`src/verilog/hvi_pkg.sv`:
```
// Purpose: Shared constants and types for the high-voltage input control
// Assumes: 32-bit APB, one aligned word per register
// Notes:   Offsets are local choices; fields sit in the low byte
package hvi_pkg;

  // ----------------------------------------------------------------------
  // Register map
  // ----------------------------------------------------------------------
  localparam logic [11:0] HVI_OFS_PIN_STATUS = 12'h000;
  localparam logic [11:0] HVI_OFS_DIG_GATE   = 12'h004;
  localparam logic [11:0] HVI_OFS_ROUTING    = 12'h008;
  localparam logic [11:0] HVI_OFS_RATIO      = 12'h00c;

  // ----------------------------------------------------------------------
  // Field positions
  // ----------------------------------------------------------------------
  localparam int HVI_BIT_PIN_INPUT  = 0;
  localparam int HVI_BIT_DIG_ENABLE = 0;
  localparam int HVI_BIT_TEST_FORCE = 7;
  localparam int HVI_BIT_PULL_SEL   = 6;
  localparam int HVI_BIT_BYPASS     = 5;
  localparam int HVI_BIT_DIRECT     = 4;
  localparam int HVI_BIT_ADC_EN     = 3;

  // ----------------------------------------------------------------------
  // Reset values
  // ----------------------------------------------------------------------
  localparam logic       HVI_RST_DIG_ENABLE = 1'b0;
  localparam logic [7:0] HVI_RST_ROUTING    = 8'h00;
  localparam logic [1:0] HVI_RST_RATIO      = 2'h0;

  // Divider ratio encodings
  localparam logic [1:0] HVI_RATIO_HIGH = 2'h0;
  localparam logic [1:0] HVI_RATIO_LOW  = 2'h1;

  typedef enum logic [1:0] {
    HVI_DIV_HIGH,
    HVI_DIV_LOW,
    HVI_DIV_12
  } hvi_div_t;

  // Controls to the analog front end
  typedef struct packed {
    logic     buffer_enable;
    logic     adc_connect;
    logic     direct_connect;
    logic     divider_in_path;
    logic     converter_bypass;
    logic     pull_up;
    logic     pull_down;
    hvi_div_t divider;
  } hvi_front_t;

endpackage : hvi_pkg

```
`src/verilog/hvi_port_input_control.sv`:
```
// Purpose: Register side and front-end controls of one high-voltage input
// Assumes: Single clock pclk, APB slave, stop_mode from the power logic
// Notes:   Analog front-end controls are registered, one cycle behind
`timescale 1ns/1ps
`default_nettype none

// Behaviour
// - Pin bit reads level only while the input buffer is on, else reads one
// - Pin input register is read-only
// - Digital enable switches the input buffer
// - Analog use forces buffer off in run
// - Test force keeps buffer on, not direct
// - Pull-up replaces pull-down under test force with pull select, in run only
// - Bypass powers down converter, direct only
// - Direct routes pin past divider
// - Analog enable links pin to ADC
// - Ratio field picks one of three dividers
module hvi_port_input_control (
  // Clock and reset
  input  wire logic                  pclk,
  input  wire logic                  presetn,
  // APB slave
  input  wire logic                  psel,
  input  wire logic                  penable,
  input  wire logic                  pwrite,
  input  wire logic [11:0]           paddr,
  input  wire logic [31:0]           pwdata,
  output logic      [31:0]           prdata,
  output logic                       pready,
  output logic                       pslverr,
  // Pin and power state
  input  wire logic                  pin_raw,
  input  wire logic                  stop_mode,
  // Analog front end
  output hvi_pkg::hvi_front_t        front
);
  import hvi_pkg::*;

  // ----------------------------------------------------------------------
  // Register state
  // ----------------------------------------------------------------------
  logic       dig_enable_reg;
  logic [7:0] routing_reg;
  logic [1:0] ratio_reg;
  logic       sync1_reg;
  logic       sync2_reg;
  logic       test_force;
  logic       adc_en;
  logic       direct;
  logic       pin_input_bit;
  logic       access;
  logic       mapped;
  hvi_front_t front_next;
  logic [31:0] rdata_next;

  assign access = psel && penable;
  assign test_force = routing_reg[HVI_BIT_TEST_FORCE];
  assign adc_en     = routing_reg[HVI_BIT_ADC_EN];
  assign direct     = routing_reg[HVI_BIT_DIRECT];

  // ----------------------------------------------------------------------
  // Pin synchroniser
  // ----------------------------------------------------------------------
  always_ff @(posedge pclk or negedge presetn) begin
    if (!presetn) begin
      sync1_reg <= 1'b0;
      sync2_reg <= 1'b0;
    end else begin
      sync1_reg <= pin_raw;
      sync2_reg <= sync1_reg;
    end
  end

  // ----------------------------------------------------------------------
  // Software registers
  // ----------------------------------------------------------------------
  // Writes to the status word or an unmapped word change nothing
  always_ff @(posedge pclk or negedge presetn) begin
    if (!presetn) begin
      dig_enable_reg <= HVI_RST_DIG_ENABLE;
      routing_reg    <= HVI_RST_ROUTING;
      ratio_reg      <= HVI_RST_RATIO;
    end else if (access && pwrite) begin
      case (paddr)
        HVI_OFS_DIG_GATE: dig_enable_reg <= pwdata[HVI_BIT_DIG_ENABLE];
        HVI_OFS_ROUTING:  routing_reg    <= pwdata[7:0];
        HVI_OFS_RATIO:    ratio_reg      <= pwdata[1:0];
        default: begin
        end
      endcase
    end
  end

  // ----------------------------------------------------------------------
  // Pin readback
  // ----------------------------------------------------------------------
  // In run mode the test force also exposes the level during analog use,
  // but not in direct connection where the buffer is off
  always_comb begin
    pin_input_bit = 1'b1;
    if (front_next.buffer_enable) begin
      pin_input_bit = sync2_reg;
    end
  end

  // ----------------------------------------------------------------------
  // Front-end control
  // ----------------------------------------------------------------------
  always_comb begin
    front_next = '0;
    front_next.adc_connect = adc_en;
    if (!adc_en) begin
      front_next.buffer_enable = dig_enable_reg;
    end else if (stop_mode) begin
      front_next.buffer_enable = dig_enable_reg;
    end else begin
      front_next.buffer_enable = test_force && !direct;
    end
    front_next.direct_connect   = adc_en && direct;
    front_next.divider_in_path  = adc_en && !direct;
    front_next.converter_bypass = adc_en && direct &&
                                  routing_reg[HVI_BIT_BYPASS];
    front_next.pull_up = routing_reg[HVI_BIT_PULL_SEL] && test_force &&
                         !stop_mode;
    front_next.pull_down = !front_next.pull_up;
    case (ratio_reg)
      HVI_RATIO_HIGH: front_next.divider = HVI_DIV_HIGH;
      HVI_RATIO_LOW:  front_next.divider = HVI_DIV_LOW;
      default:        front_next.divider = HVI_DIV_12;
    endcase
  end

  always_ff @(posedge pclk or negedge presetn) begin
    if (!presetn) begin
      front <= '0;
    end else begin
      front <= front_next;
    end
  end

  // ----------------------------------------------------------------------
  // APB read path
  // ----------------------------------------------------------------------
  always_comb begin
    rdata_next = 32'h0000_0000;
    mapped = 1'b1;
    case (paddr)
      HVI_OFS_PIN_STATUS: rdata_next[HVI_BIT_PIN_INPUT] = pin_input_bit;
      HVI_OFS_DIG_GATE:   rdata_next[HVI_BIT_DIG_ENABLE] = dig_enable_reg;
      HVI_OFS_ROUTING:    rdata_next[7:0] = routing_reg;
      HVI_OFS_RATIO:      rdata_next[1:0] = ratio_reg;
      default:            mapped = 1'b0;
    endcase
  end

  // Answer registered: pready rises in the first access cycle
  always_ff @(posedge pclk or negedge presetn) begin
    if (!presetn) begin
      pready  <= 1'b0;
      pslverr <= 1'b0;
      prdata  <= 32'h0000_0000;
    end else begin
      pready  <= psel && !penable;
      pslverr <= psel && !penable && !mapped;
      prdata  <= (psel && !penable && !pwrite) ? rdata_next : 32'h0000_0000;
    end
  end

endmodule // hvi_port_input_control

`default_nettype wire

```
`config.mk`:
```
export PLATFORM = sky130hd
export DESIGN_NAME = hvi_port_input_control
export DESIGN_NICKNAME = d
export VERILOG_FILES = /design/src/verilog/hvi_pkg.sv /design/src/verilog/hvi_port_input_control.sv
export SDC_FILE = /design/constraint.sdc
export NUM_CORES = 1
export LEC_CHECK = 0
export BUFFER_PORTS_ARGS = -buffer_cell sky130_fd_sc_hd__buf_4
export CORE_MARGIN = 10
export CORE_UTILIZATION = 44
export DETAILED_ROUTE_END_ITERATION = 10
export GPL_TIMING_DRIVEN = 0
export HOLD_SLACK_MARGIN = 0.03
export PLACE_DENSITY_LB_ADDON = 0.1
export SLEW_MARGIN = 20
export SYNTH_ARGS = -nofsm -noshare
export SYNTH_HDL_FRONTEND = slang
export SYNTH_SLANG_ARGS = --single-unit
```
`constraint.sdc`:
```
create_clock -name pclk -period 1.8 [get_ports pclk]
set_clock_uncertainty 0.15 [all_clocks]
set_input_delay 0.18 -clock pclk [delete_from_list [all_inputs] [get_ports pclk]]
set_output_delay 0.18 -clock pclk [all_outputs]
set_load 0.02 [all_outputs]
```
==> results of run 1 <==
==> metal layers <==
| layer | up-vias | global-route usage | wire length (um) |
|---|---|---|---|
| li1 | 524 | - | - |
| met1 | 479 | 0.135 | 1440 |
| met2 | 47 | 0.198 | 1710 |
| met3 | 2 | 0.0559 | 228 |
| met4 | 0 | 0.0204 | 27 |
| met5 | - | 0 | 0 |
==> layout make-up <==
cell class,instances,area share
repair buffers,61,0.231
plain buffers,28,0.0955
clock buffers,5,0.0174
multi-input cells,72,0.228
clock inverters,3,0.0197
inverters,7,0.0122
flip-flops and latches,32,0.371
well taps,44,0.0255
==> per-stage QoR <==
stage | cell area (um2) | power (mW) | setup TNS, ps
2_1_floorplan | 1520 | 0.845 | -1720
3_3_place_gp | 1910 | 0.913 | -6180
3_5_place_dp | 1910 | 0.916 | -6710
4_1_cts | 2160 | 1.48 | 0
5_1_grt | 2160 | 1.54 | 0
6_report | 2160 | 1.47 | 0
==> Yosys cell counts, types with 2 or more instances <==
| cell type | n | area, um2 |
|---|---|---|
| inv_1 | 7 | 26.3 |
| or3_1 | 2 | 12.5 |
| buf_4 | 24 | 180 |
| or3b_2 | 2 | 17.5 |
| clkbuf_1 | 4 | 15.0 |
| mux2_2 | 12 | 135 |
| dfrtp_1 | 32 | 801 |
| nor4_1 | 2 | 12.5 |
| nor2b_1 | 4 | 25.0 |
| mux2i_1 | 2 | 20.0 |
| nor2_1 | 2 | 7.51 |
| or4_1 | 4 | 30.0 |
| nor3_1 | 8 | 40.0 |
==> critical path, delay by kind of cell <==
family,cells,cell delay (ps)
AND/OR/NAND/NOR,3,1200
buffers and inverters,3,440
==> logic make-up after synthesis <==
group,after synthesis,synth area share
and+or+nand+nor,31,0.146
other,1,0.00264
AOI/OAI and AO/OA,3,0.0185
buffers and inverters,36,0.159
DFF,32,0.564
muxes,14,0.109
==> power by group <==
group	internal [mW]	switching [mW]	total, mW	leakage, nW
combinational	0.107	0.103	0.209	0.663
sequential	0.723	0.00131	0.725	0.435
clock	0.290	0.246	0.536	0.0412
==> worst max path at each step <==
| stage | start | end | cells past startpoint |
|---|---|---|---|
| CTS | paddr[2] | routing_reg[7]$_DFFE_PN0P_ | 5 |
| finish | paddr[1] | prdata[4]$_DFF_PN0_ | 6 |
| detailed placement | paddr[7] | routing_reg[7]$_DFFE_PN0P_ | 5 |
| global route | paddr[1] | prdata[4]$_DFF_PN0_ | 6 |
| floorplan | paddr[1] | routing_reg[0]$_DFFE_PN0P_ | 4 |
| global placement | paddr[7] | routing_reg[7]$_DFFE_PN0P_ | 5 |
==> repair_timing <==
item | in CTS | in global routing
pin swaps | 1 | 1
cloned | 0 | 0
endpoints found under the hold margin | 50 | 0
setup endpoints to repair | 10 | 9
hold buffers | 15 | 0
buffers inserted | 1 | 0
gates resized for setup | 1 | 2
==> metrics.md, run 1 <==
| Metric | Value |
|---|---|
| TritonRoute pass-1 iters | 4 |
| Commonest cells after routing, fill and taps aside | buf_4 (69), dfrtp_1 (32), conb_1 (24), dlygate4sd3_1 (15), mux2_2 (12) |
| Clk Latency, worst-skew pair | 320 ps |
| Finished Layout Cells | 252 |
| First-pass GRT wire length | 5820 um |
| Min cycle time layout | 1750 ps |
| Critical path type | input pin to register |
| Fill cell count | 244 |
| Detailed Place HPWL | 2640 um |
| Max-cap violations | 0 |
| Post-synth top flop | dfrtp_1 |
| Post-synth cell types | 25 |
| Quantity of I/O buffers inserted on ports | 45 |
| Number of H-tree levels | 2 |
| Root Buffer | clkbuf_4 |
| Num CTS Buffers | 5 |
| Wire length per cell | 13.5 um |
| Post-Place Setup Slack | -499 ps |
| Hold path endpoint | pslverr$_DFF_PN0_ |
| Yosys warnings | 0 |
| DRC | 0 |
| Area grow syn2layout | 52.2% |
| Placed Cells | 229 |
| Post-Syn Instances | 117 |
| Reg2reg setup slack | 450 ps |
| EDFF count, synth | 0 |
| Final net count | 258 |
| GRT Overall Usage | 0.118 |
| Antenna violations before repair | 0 |
| Fin. max-slew vios | 0 |
| Register area | 801 um2 |
| Min-Delay Path Class | input pin to register |
| Final setup violation count | 0 |
| Worst setup margin | 51.4 ps |
| Clock sinks | 32 |
| Die Y | 76.8 um |
| Crit path DAT | 1830 ps |
| Mean post-synth cell area | 12.1 um2 |
| RSZ-0062 raised after global routing | false |
| Maximum root-to-sink buffer count | 2 |
| WHS Path Cells | 3 |
| Gpl congestion | 0.750 |
| Fraction of layout cells with a size suffix above 1 | 0.481 |
| Synthesized flop and latch total | 32 |
| Slowest cell on crit path | or4_4 |
| Status | finished clean |
| Hold Vio Cnt, Final | 0 |
| CORE AREA | 0.00308 mm2 |
| Rows | 20 |
| Fmax | 572 MHz |
| Startpoint Class | input pin |
| Boundary Pins | 94 |
| Worst hold start | paddr[10] |
| Drt initial violations | 45 |
| Share of async-settable or async-resettable flops after synthesis | 1.00 |
| Fin crit share | 0.971 |
| Die width | 76.8 um |
| Worst Path Max Fanout | 6 |
| Clock slew at reported path FFs | 100 ps |
| Mapped Area | 0.00142 mm2 |
| Reg2Reg Depth | 3 |
| Hold WS | 81.6 ps |
| Seq/Total Area, Yosys | 0.564 |
| CTS tree | done |
| N_diodes | 0 |
| Pleak | 1.14 nW |
| DRT antenna net count | 0 |
| Reg-to-Reg End | prdata[0]$_DFF_PN0_ |
| CP max stage delay | 520 ps |
| Max reg flops | 9 |
| Cell Pwr Density | 680 mW/mm2 |
| Drt via density | 4.17 |
| Crit-path cells | buf_4 > or4_4 > clkbuf_8 > or4_1 > clkbuf_2 > nor3_1 |
| Starting Density | 0.461 |
| Worst IR Drop VDD | 0.783 mV |
| Die area | 0.00590 mm2 |
| DR vias | 1,052 |
| R2R Path Start | routing_reg[3]$_DFFE_PN0P_ |
| Multi-input combinational cell area | 493 um2 |
| CP Capture Type | register |
| Fin util | 0.702 |
| Commonest non-fill, non-tap cell in the layout | buf_4 |
| Number of global-route vias before repair | 1,214 |
| DRT Wirelength | 3410 um |
| Worst endpoint required time | 1880 ps |
| Largest net degree at the start of global routing | 33 |
| Remaining global-route overflow | 0 |
(Power assumes the default switching activity.)
==> run 2: changes to the inputs <==
Settings changed: SETUP_SLACK_MARGIN from default to 0.4.
==> run 2 against run 1 <==
Critical path depth unchanged; worst setup slack improved by 88 ps; sequential power about the same; worst hold slack improved by 13 ps; core utilization increased by 6.2 points; design area increased by 8.8%; non-clock buffer count increased by 2; final cell count increased by 0.79%; clock power increased by 14%; register-to-register slack got worse by 20 ps; first-iteration DRC count decreased by 22%; critical path type unchanged; largest cell class unchanged.
==> metrics.md, run 2 (synthesized netlist as in run 1, its figures left out) <==
| Metric | Value |
|---|---|
| Status | finished clean |
| Reg2Reg Depth | 3 (unchanged) |
| Drt initial violations | 35 (-22%) |
| RSZ-0062 raised after global routing | true |
| Worst setup margin | 139 ps (+87.8 ps) |
| Clock slew at reported path FFs | 100 ps (about the same) |
| Max-cap violations | 0 (unchanged) |
| Combinational share of power | 0.144 (+0.002) |
| Remaining global-route overflow | 0 (unchanged) |
| Die width | 76.8 um (unchanged) |
| CTS tree | done |
| Starting Density | 0.461 (unchanged) |
| DRC | 0 (unchanged) |
| Rows | 20 (unchanged) |
| Maximum root-to-sink buffer count | 2 (unchanged) |
| Worst Path Max Fanout | 8 (+2) |
| Number of H-tree levels | 2 (unchanged) |
| Crit path DAT | 1740 ps (-90 ps) |
| Min cycle time layout | 1660 ps (-87.8 ps) |
| CORE AREA | 0.00308 mm2 (unchanged) |
| Die area | 0.00590 mm2 (unchanged) |
| Worst IR Drop VDD | 0.447 mV (-43%) |
| Min-Delay Path Class | input pin to register |
| Area grow syn2layout | 65.6% |
| Detailed Place HPWL | 2570 um (-2.9%) |
| GRT Overall Usage | 0.127 (+0.00811) |
| Worst endpoint required time | 1880 ps (about the same) |
| Post-Place Setup Slack | -474 ps (+24.8 ps) |
| Commonest cells after routing, fill and taps aside | buf_4 (66), dfrtp_1 (32), conb_1 (24), dlygate4sd3_1 (15), mux2_4 (10) |
| Final setup violation count | 0 (unchanged) |
| Hold Vio Cnt, Final | 0 (unchanged) |
| Slowest cell on crit path | or4_4 |
| Clock sinks | 32 (unchanged) |
| Fin. max-slew vios | 0 (unchanged) |
| Finished Layout Cells | 254 (+0.79%) |
| Die Y | 76.8 um (unchanged) |
| First-pass GRT wire length | 6010 um (+3.3%) |
| CP max stage delay | 530 ps (about the same) |
| DRT Wirelength | 3560 um (+4.6%) |
| Fraction of layout cells with a size suffix above 1 | 0.543 (+0.0621) |
| Switching share of power | 0.226 (-0.0125) |
| N_diodes | 0 (unchanged) |
| CP Capture Type | register |
| Clock power share | 0.392 (+0.027) |
| Crit-path cells | buf_6 > or4_4 > buf_8 > nor4_4 > buf_6 > mux2_4 |
| Clk Latency, worst-skew pair | 340 ps (+20 ps) |
| Largest net degree at the start of global routing | 33 (unchanged) |
| DRT antenna net count | 0 (unchanged) |
| Fin crit share | 0.923 (-0.0488) |
| Final net count | 260 (+0.78%) |
| Drt via density | 4.36 (+4.5%) |
| Most frequent CP cell | buf_6 |
| Number of global-route vias before repair | 1,209 (-0.41%) |
| Critical path type | input pin to register |
| Boundary Pins | 94 (unchanged) |
| Cell Pwr Density | 664 mW/mm2 (-2.5%) |
| Placed Cells | 229 (unchanged) |
| Root Buffer | clkbuf_4 |
| WHS Path Cells | 3 (unchanged) |
| Antenna violations before repair | 0 (unchanged) |
| P_sw | 352 uW (+0.57%) |
| Pleak | 1.25 nW (+9.4%) |
| Commonest non-fill, non-tap cell in the layout | buf_4 |
| Quantity of I/O buffers inserted on ports | 45 (unchanged) |
| TritonRoute pass-1 iters | 4 (unchanged) |
| Internal power | 1.21 mW (+7.9%) |
| Startpoint Class | input pin |
| Max reg flops | 9 (unchanged) |
| DR vias | 1,108 (+5.3%) |
| Sequential power share | 0.465 (-0.028) |
| Gpl congestion | 0.737 (-1.8%) |
| Fmax | 602 MHz (+5.3%) |
| Num CTS Buffers | 5 (unchanged) |
| Fin util | 0.764 (+0.0618) |
| Wire length per cell | 14.0 um (+3.8%) |
-- run 2: cell count changes in the layout (fill, tap and decap cells not counted), sizes merged --
cell	delta
clkinvlp	-1
clkbuf	-1
clkinv	-1
buf	+5
-- run 2: routing by layer --
metal / track usage / routed length [um]
met4: 0.0446 / 67
met1: 0.143 / 1500
met2: 0.195 / 1700
met3: 0.0723 / 298
met5: 0 / 0
-- run 2: final timing paths --
kind | slack [ps] | end | startpoint
worst min-delay path | 90 | front[8]$_DFF_PN0_ | stop_mode
max in group asynchronous | 1060 | front[1]$_DFF_PN0_ | presetn
worst max-delay path | 140 | routing_reg[5]$_DFFE_PN0P_ | paddr[4]
worst max register to register | 430 | prdata[0]$_DFF_PN0_ | routing_reg[3]$_DFFE_PN0P_
min in group asynchronous | 150 | routing_reg[5]$_DFFE_PN0P_ | presetn
worst min register to register | 210 | sync2_reg$_DFF_PN0_ | sync1_reg$_DFF_PN0_
-- run 2: repair_timing --
item | 4_1_cts | 5_1_grt
endpoints found under the hold margin | 49 | 1
hold buffers | 14 | 1
endpoints found under the setup margin | 19 | 19
setup buffers | 1 | 1
resized for setup | 34 | 10
pin swaps | 6 | 1
-- run 2: critical path: cells and delay by family --
kind | cells | cell delay (ps)
buf+inv | 3 | 440
mux | 1 | 320
simple gates | 2 | 800
-- run 2: area by class of cell --
cell class                 count  area, um2
sequential                    32        801
fill                         202        727
multi-input combinational     72        612
timing repair buffer          62        522
buffer                        29        240
clock buffer                   7       65.1
tap                           44       55.1
clock inverter                 1       30.0
inverter                       7       26.3
-- run 2: through the flow --
step / hold slack, ps / instance area [um2] / total power [mW] / TNS [ps]
finish: 94.6 / 2350 / 1.56 / 0
global route: 65.1 / 2350 / 1.64 / 0
CTS: 32.5 / 2300 / 1.56 / 0
detailed placement: -19.4 / 1910 / 0.915 / -6390
global placement: -25.9 / 1910 / 0.913 / -6180
floorplan: -266 / 1520 / 0.845 / -1720
-- run 2: power groups by stage --
stage	Sequential [mW]	Combinational, mW	Clock, mW
floorplan	0.742	0.103	0
global placement	0.739	0.174	0
detailed placement	0.739	0.176	0
CTS	0.725	0.212	0.620
global route	0.726	0.243	0.671
finish	0.725	0.224	0.611
==> run 3: changes to the inputs <==
Settings changed: CORE_UTILIZATION 44 to 37.
Clock period 1.8 ns to 1.5 ns, I/O delays scaled along.
==> run 3 against run 2 <==
The run now ends with hold timing, setup timing left; critical path depth did not move; register-to-register slack got worse by 160 ps; final cell count rose by 2.0%; sequential power rose by 20%; critical endpoint is now routing_reg[0]$_DFFE_PN0P_; die area rose by 14%; worst setup slack got worse by 370 ps; design area rose by 3.4%; largest power group unchanged; routed wire length fell by 1.4%; sequential share of layout area fell by 1.1 points; largest cell class is now non-clock buffers; first-iteration DRC count rose by 20%.
==> metrics.md, run 3 (synthesized netlist as in run 1, its figures left out) <==
| Metric | Value |
|---|---|
| Number of global-route vias before repair | 1,161 (-4.0%) |
| Die Y | 82.0 um (+6.7%) |
| Final net count | 261 (+0.38%) |
| RSZ-0062 raised after global routing | true |
| N_diodes | 0 (unchanged) |
| Die width | 82.0 um (+6.7%) |
| Dpl cell area | 0.00192 mm2 (+0.26%) |
| Fin. max-slew vios | 0 (unchanged) |
| CP Capture Type | register |
| Max reg flops | 9 (unchanged) |
| Placed Cells | 233 (+1.7%) |
| DRT Wirelength | 3510 um (-1.4%) |
| Crit path DAT | 1740 ps (about the same) |
| Worst IR Drop VDD | 0.642 mV (+43%) |
| Boundary Pins | 94 (unchanged) |
| Hold Vio Cnt, Final | 1 (+1) |
| TritonRoute pass-1 iters | 4 (unchanged) |
| Remaining global-route overflow | 0 (unchanged) |
| Final setup violation count | 19 (+19) |
| Starting Density | 0.385 (-0.0764) |
| Design Area, Final | 0.00243 mm2 (+3.4%) |
| Crit path max-delay family | simple AND/OR/NAND/NOR gates |
| Area grow syn2layout | 71.2% |
| Antenna violations before repair | 0 (unchanged) |
| Root Buffer | clkbuf_8 |
| Worst Path Max Fanout | 8 (unchanged) |
| Gpl congestion | 0.782 (+6.1%) |
| Fraction of layout cells with a size suffix above 1 | 0.559 (+0.0164) |
| Power Total | 1.91 mW (+23%) |
| DRT antenna net count | 0 (unchanged) |
| Worst endpoint required time | 1510 ps (-370 ps) |
| Drt initial violations | 42 (+20%) |
| Maximum root-to-sink buffer count | 2 (unchanged) |
| Setup TNS | -3500 ps (-3500 ps) |
| Buf/Inv on CP | 3 (unchanged) |
| Pleak | 1.23 nW (-1.5%) |
| Detailed Place HPWL | 2620 um (+1.9%) |
| Num CTS Buffers | 5 (unchanged) |
| Fmax | 578 MHz |
| Post-Place Setup Slack | -775 ps (-302 ps) |
| Worst setup margin | -230 ps (-369 ps) |
| Number of H-tree levels | 2 (unchanged) |
| Hold WS | -23.7 ps (-118 ps) |
| Critical path type | input pin to register |
| Cell Pwr Density | 786 mW/mm2 (+19%) |
| Min cycle time layout | 1730 ps |
| Commonest non-fill, non-tap cell in the layout | buf_4 |
| Clk Latency, worst-skew pair | 270 ps (-70 ps) |
| Largest net degree at the start of global routing | 33 (unchanged) |
| Fin util | 0.659 (-0.105) |
| Die area | 0.00672 mm2 (+14%) |
| Max-cap violations | 0 (unchanged) |
| Multi-input combinational cell area | 596 um2 (-2.7%) |
| Wire length per cell | 13.6 um (-3.3%) |
| Drt via density | 4.17 (-4.3%) |
| Slowest cell on crit path | or4_4 |
| Fill cell count | 290 (+44%) |
| Failing checks | hold timing, setup timing |
| Register area | 801 um2 (unchanged) |
| CTS Hold Bufs | 13 (-1) |
| GRT Overall Usage | 0.106 (-0.0202) |
| CTS tree | done |
| Startpoint Class | input pin |
| Status | finished with violations |
| Finished Layout Cells | 259 (+2.0%) |
| Crit-path cells | buf_6 > or4_4 > buf_8 > nor4_4 > buf_12 > mux2_4 |
| Quantity of I/O buffers inserted on ports | 45 (unchanged) |
| DR vias | 1,081 (-2.4%) |
| CORE AREA | 0.00369 mm2 (+20%) |
| Clock slew at reported path FFs | 60 ps (-40 ps) |
| Fin crit share | 1.15 |
| Commonest cells after routing, fill and taps aside | buf_4 (50), dfrtp_1 (32), conb_1 (24), buf_6 (23), dlygate4sd3_1 (13) |
| CP max stage delay | 530 ps (about the same) |
| Min-Delay Path Class | input pin to register |
| Rows | 22 (+10%) |
| Clock sinks | 32 (unchanged) |
| First-pass GRT wire length | 5560 um (-7.5%) |
| DRC | 0 (unchanged) |
[run 3: cell count changes in the layout (fill, tap and decap cells not counted), moves of 3 or more]
| cell | before | now |
|---|---|---|
| clkbuf_4 | 5 | 1 |
| nor3_2 | 3 | 6 |
| buf_4 | 66 | 50 |
| buf_6 | 6 | 23 |
| clkbuf_8 | 2 | 5 |
| nor3_4 | 3 | 0 |
[run 3: area by class of cell]
type	instances	area share
Clock inverter	2	0.0144
Tap cell	48	0.0247
Multi-Input combinational cell	72	0.245
Sequential cell	32	0.329
Timing Repair Buffer	63	0.249
Buffer	29	0.0973
Clock buffer	6	0.0299
Inverter	7	0.0108
[run 3: where the power goes]
part / internal (mW) / switching [mW] / total [mW]
combinational: 0.136 / 0.126 / 0.262
sequential: 0.869 / 0.00210 / 0.871
clock: 0.492 / 0.286 / 0.778
total: 1.50 / 0.414 / 1.91
[run 3: worst register-to-register path, cell delays in order, from the launching register on]
cell and delay (ps):
dfrtp_1 360, nor2b_4 150, mux2_4 310, a211oi_1 190
[run 3: worst paths after layout]
kind,start,end,slack [ps],cells after the start
worst max-delay path,paddr[8],routing_reg[0]$_DFFE_PN0P_,-230,6
max in group asynchronous,presetn,dig_enable_reg$_DFFE_PN0P_,720,2
min in group asynchronous,presetn,pready$_DFF_PN0_,200,2
worst max register to register,routing_reg[3]$_DFFE_PN0P_,prdata[0]$_DFF_PN0_,270,3
worst min register to register,sync1_reg$_DFF_PN0_,sync2_reg$_DFF_PN0_,200,0
worst min-delay path,stop_mode,front[2]$_DFF_PN0_,-20,2
[run 3: repair_timing]
| action | CTS | global route |
|---|---|---|
| resized for setup | 36 | 23 |
| hold endpoints to repair | 49 | 2 |
| setup endpoints to repair | 27 | 41 |
| buffers inserted | 2 | 3 |
| pin swaps | 4 | 4 |
[run 3: layer usage]
layer,track usage,part of all wire,vias up
li1,-,-,531
met1,0.115,0.37,494
met2,0.175,0.49,50
met3,0.0535,0.12,6
met4,0.0408,0.017,0
met5,0,0,-
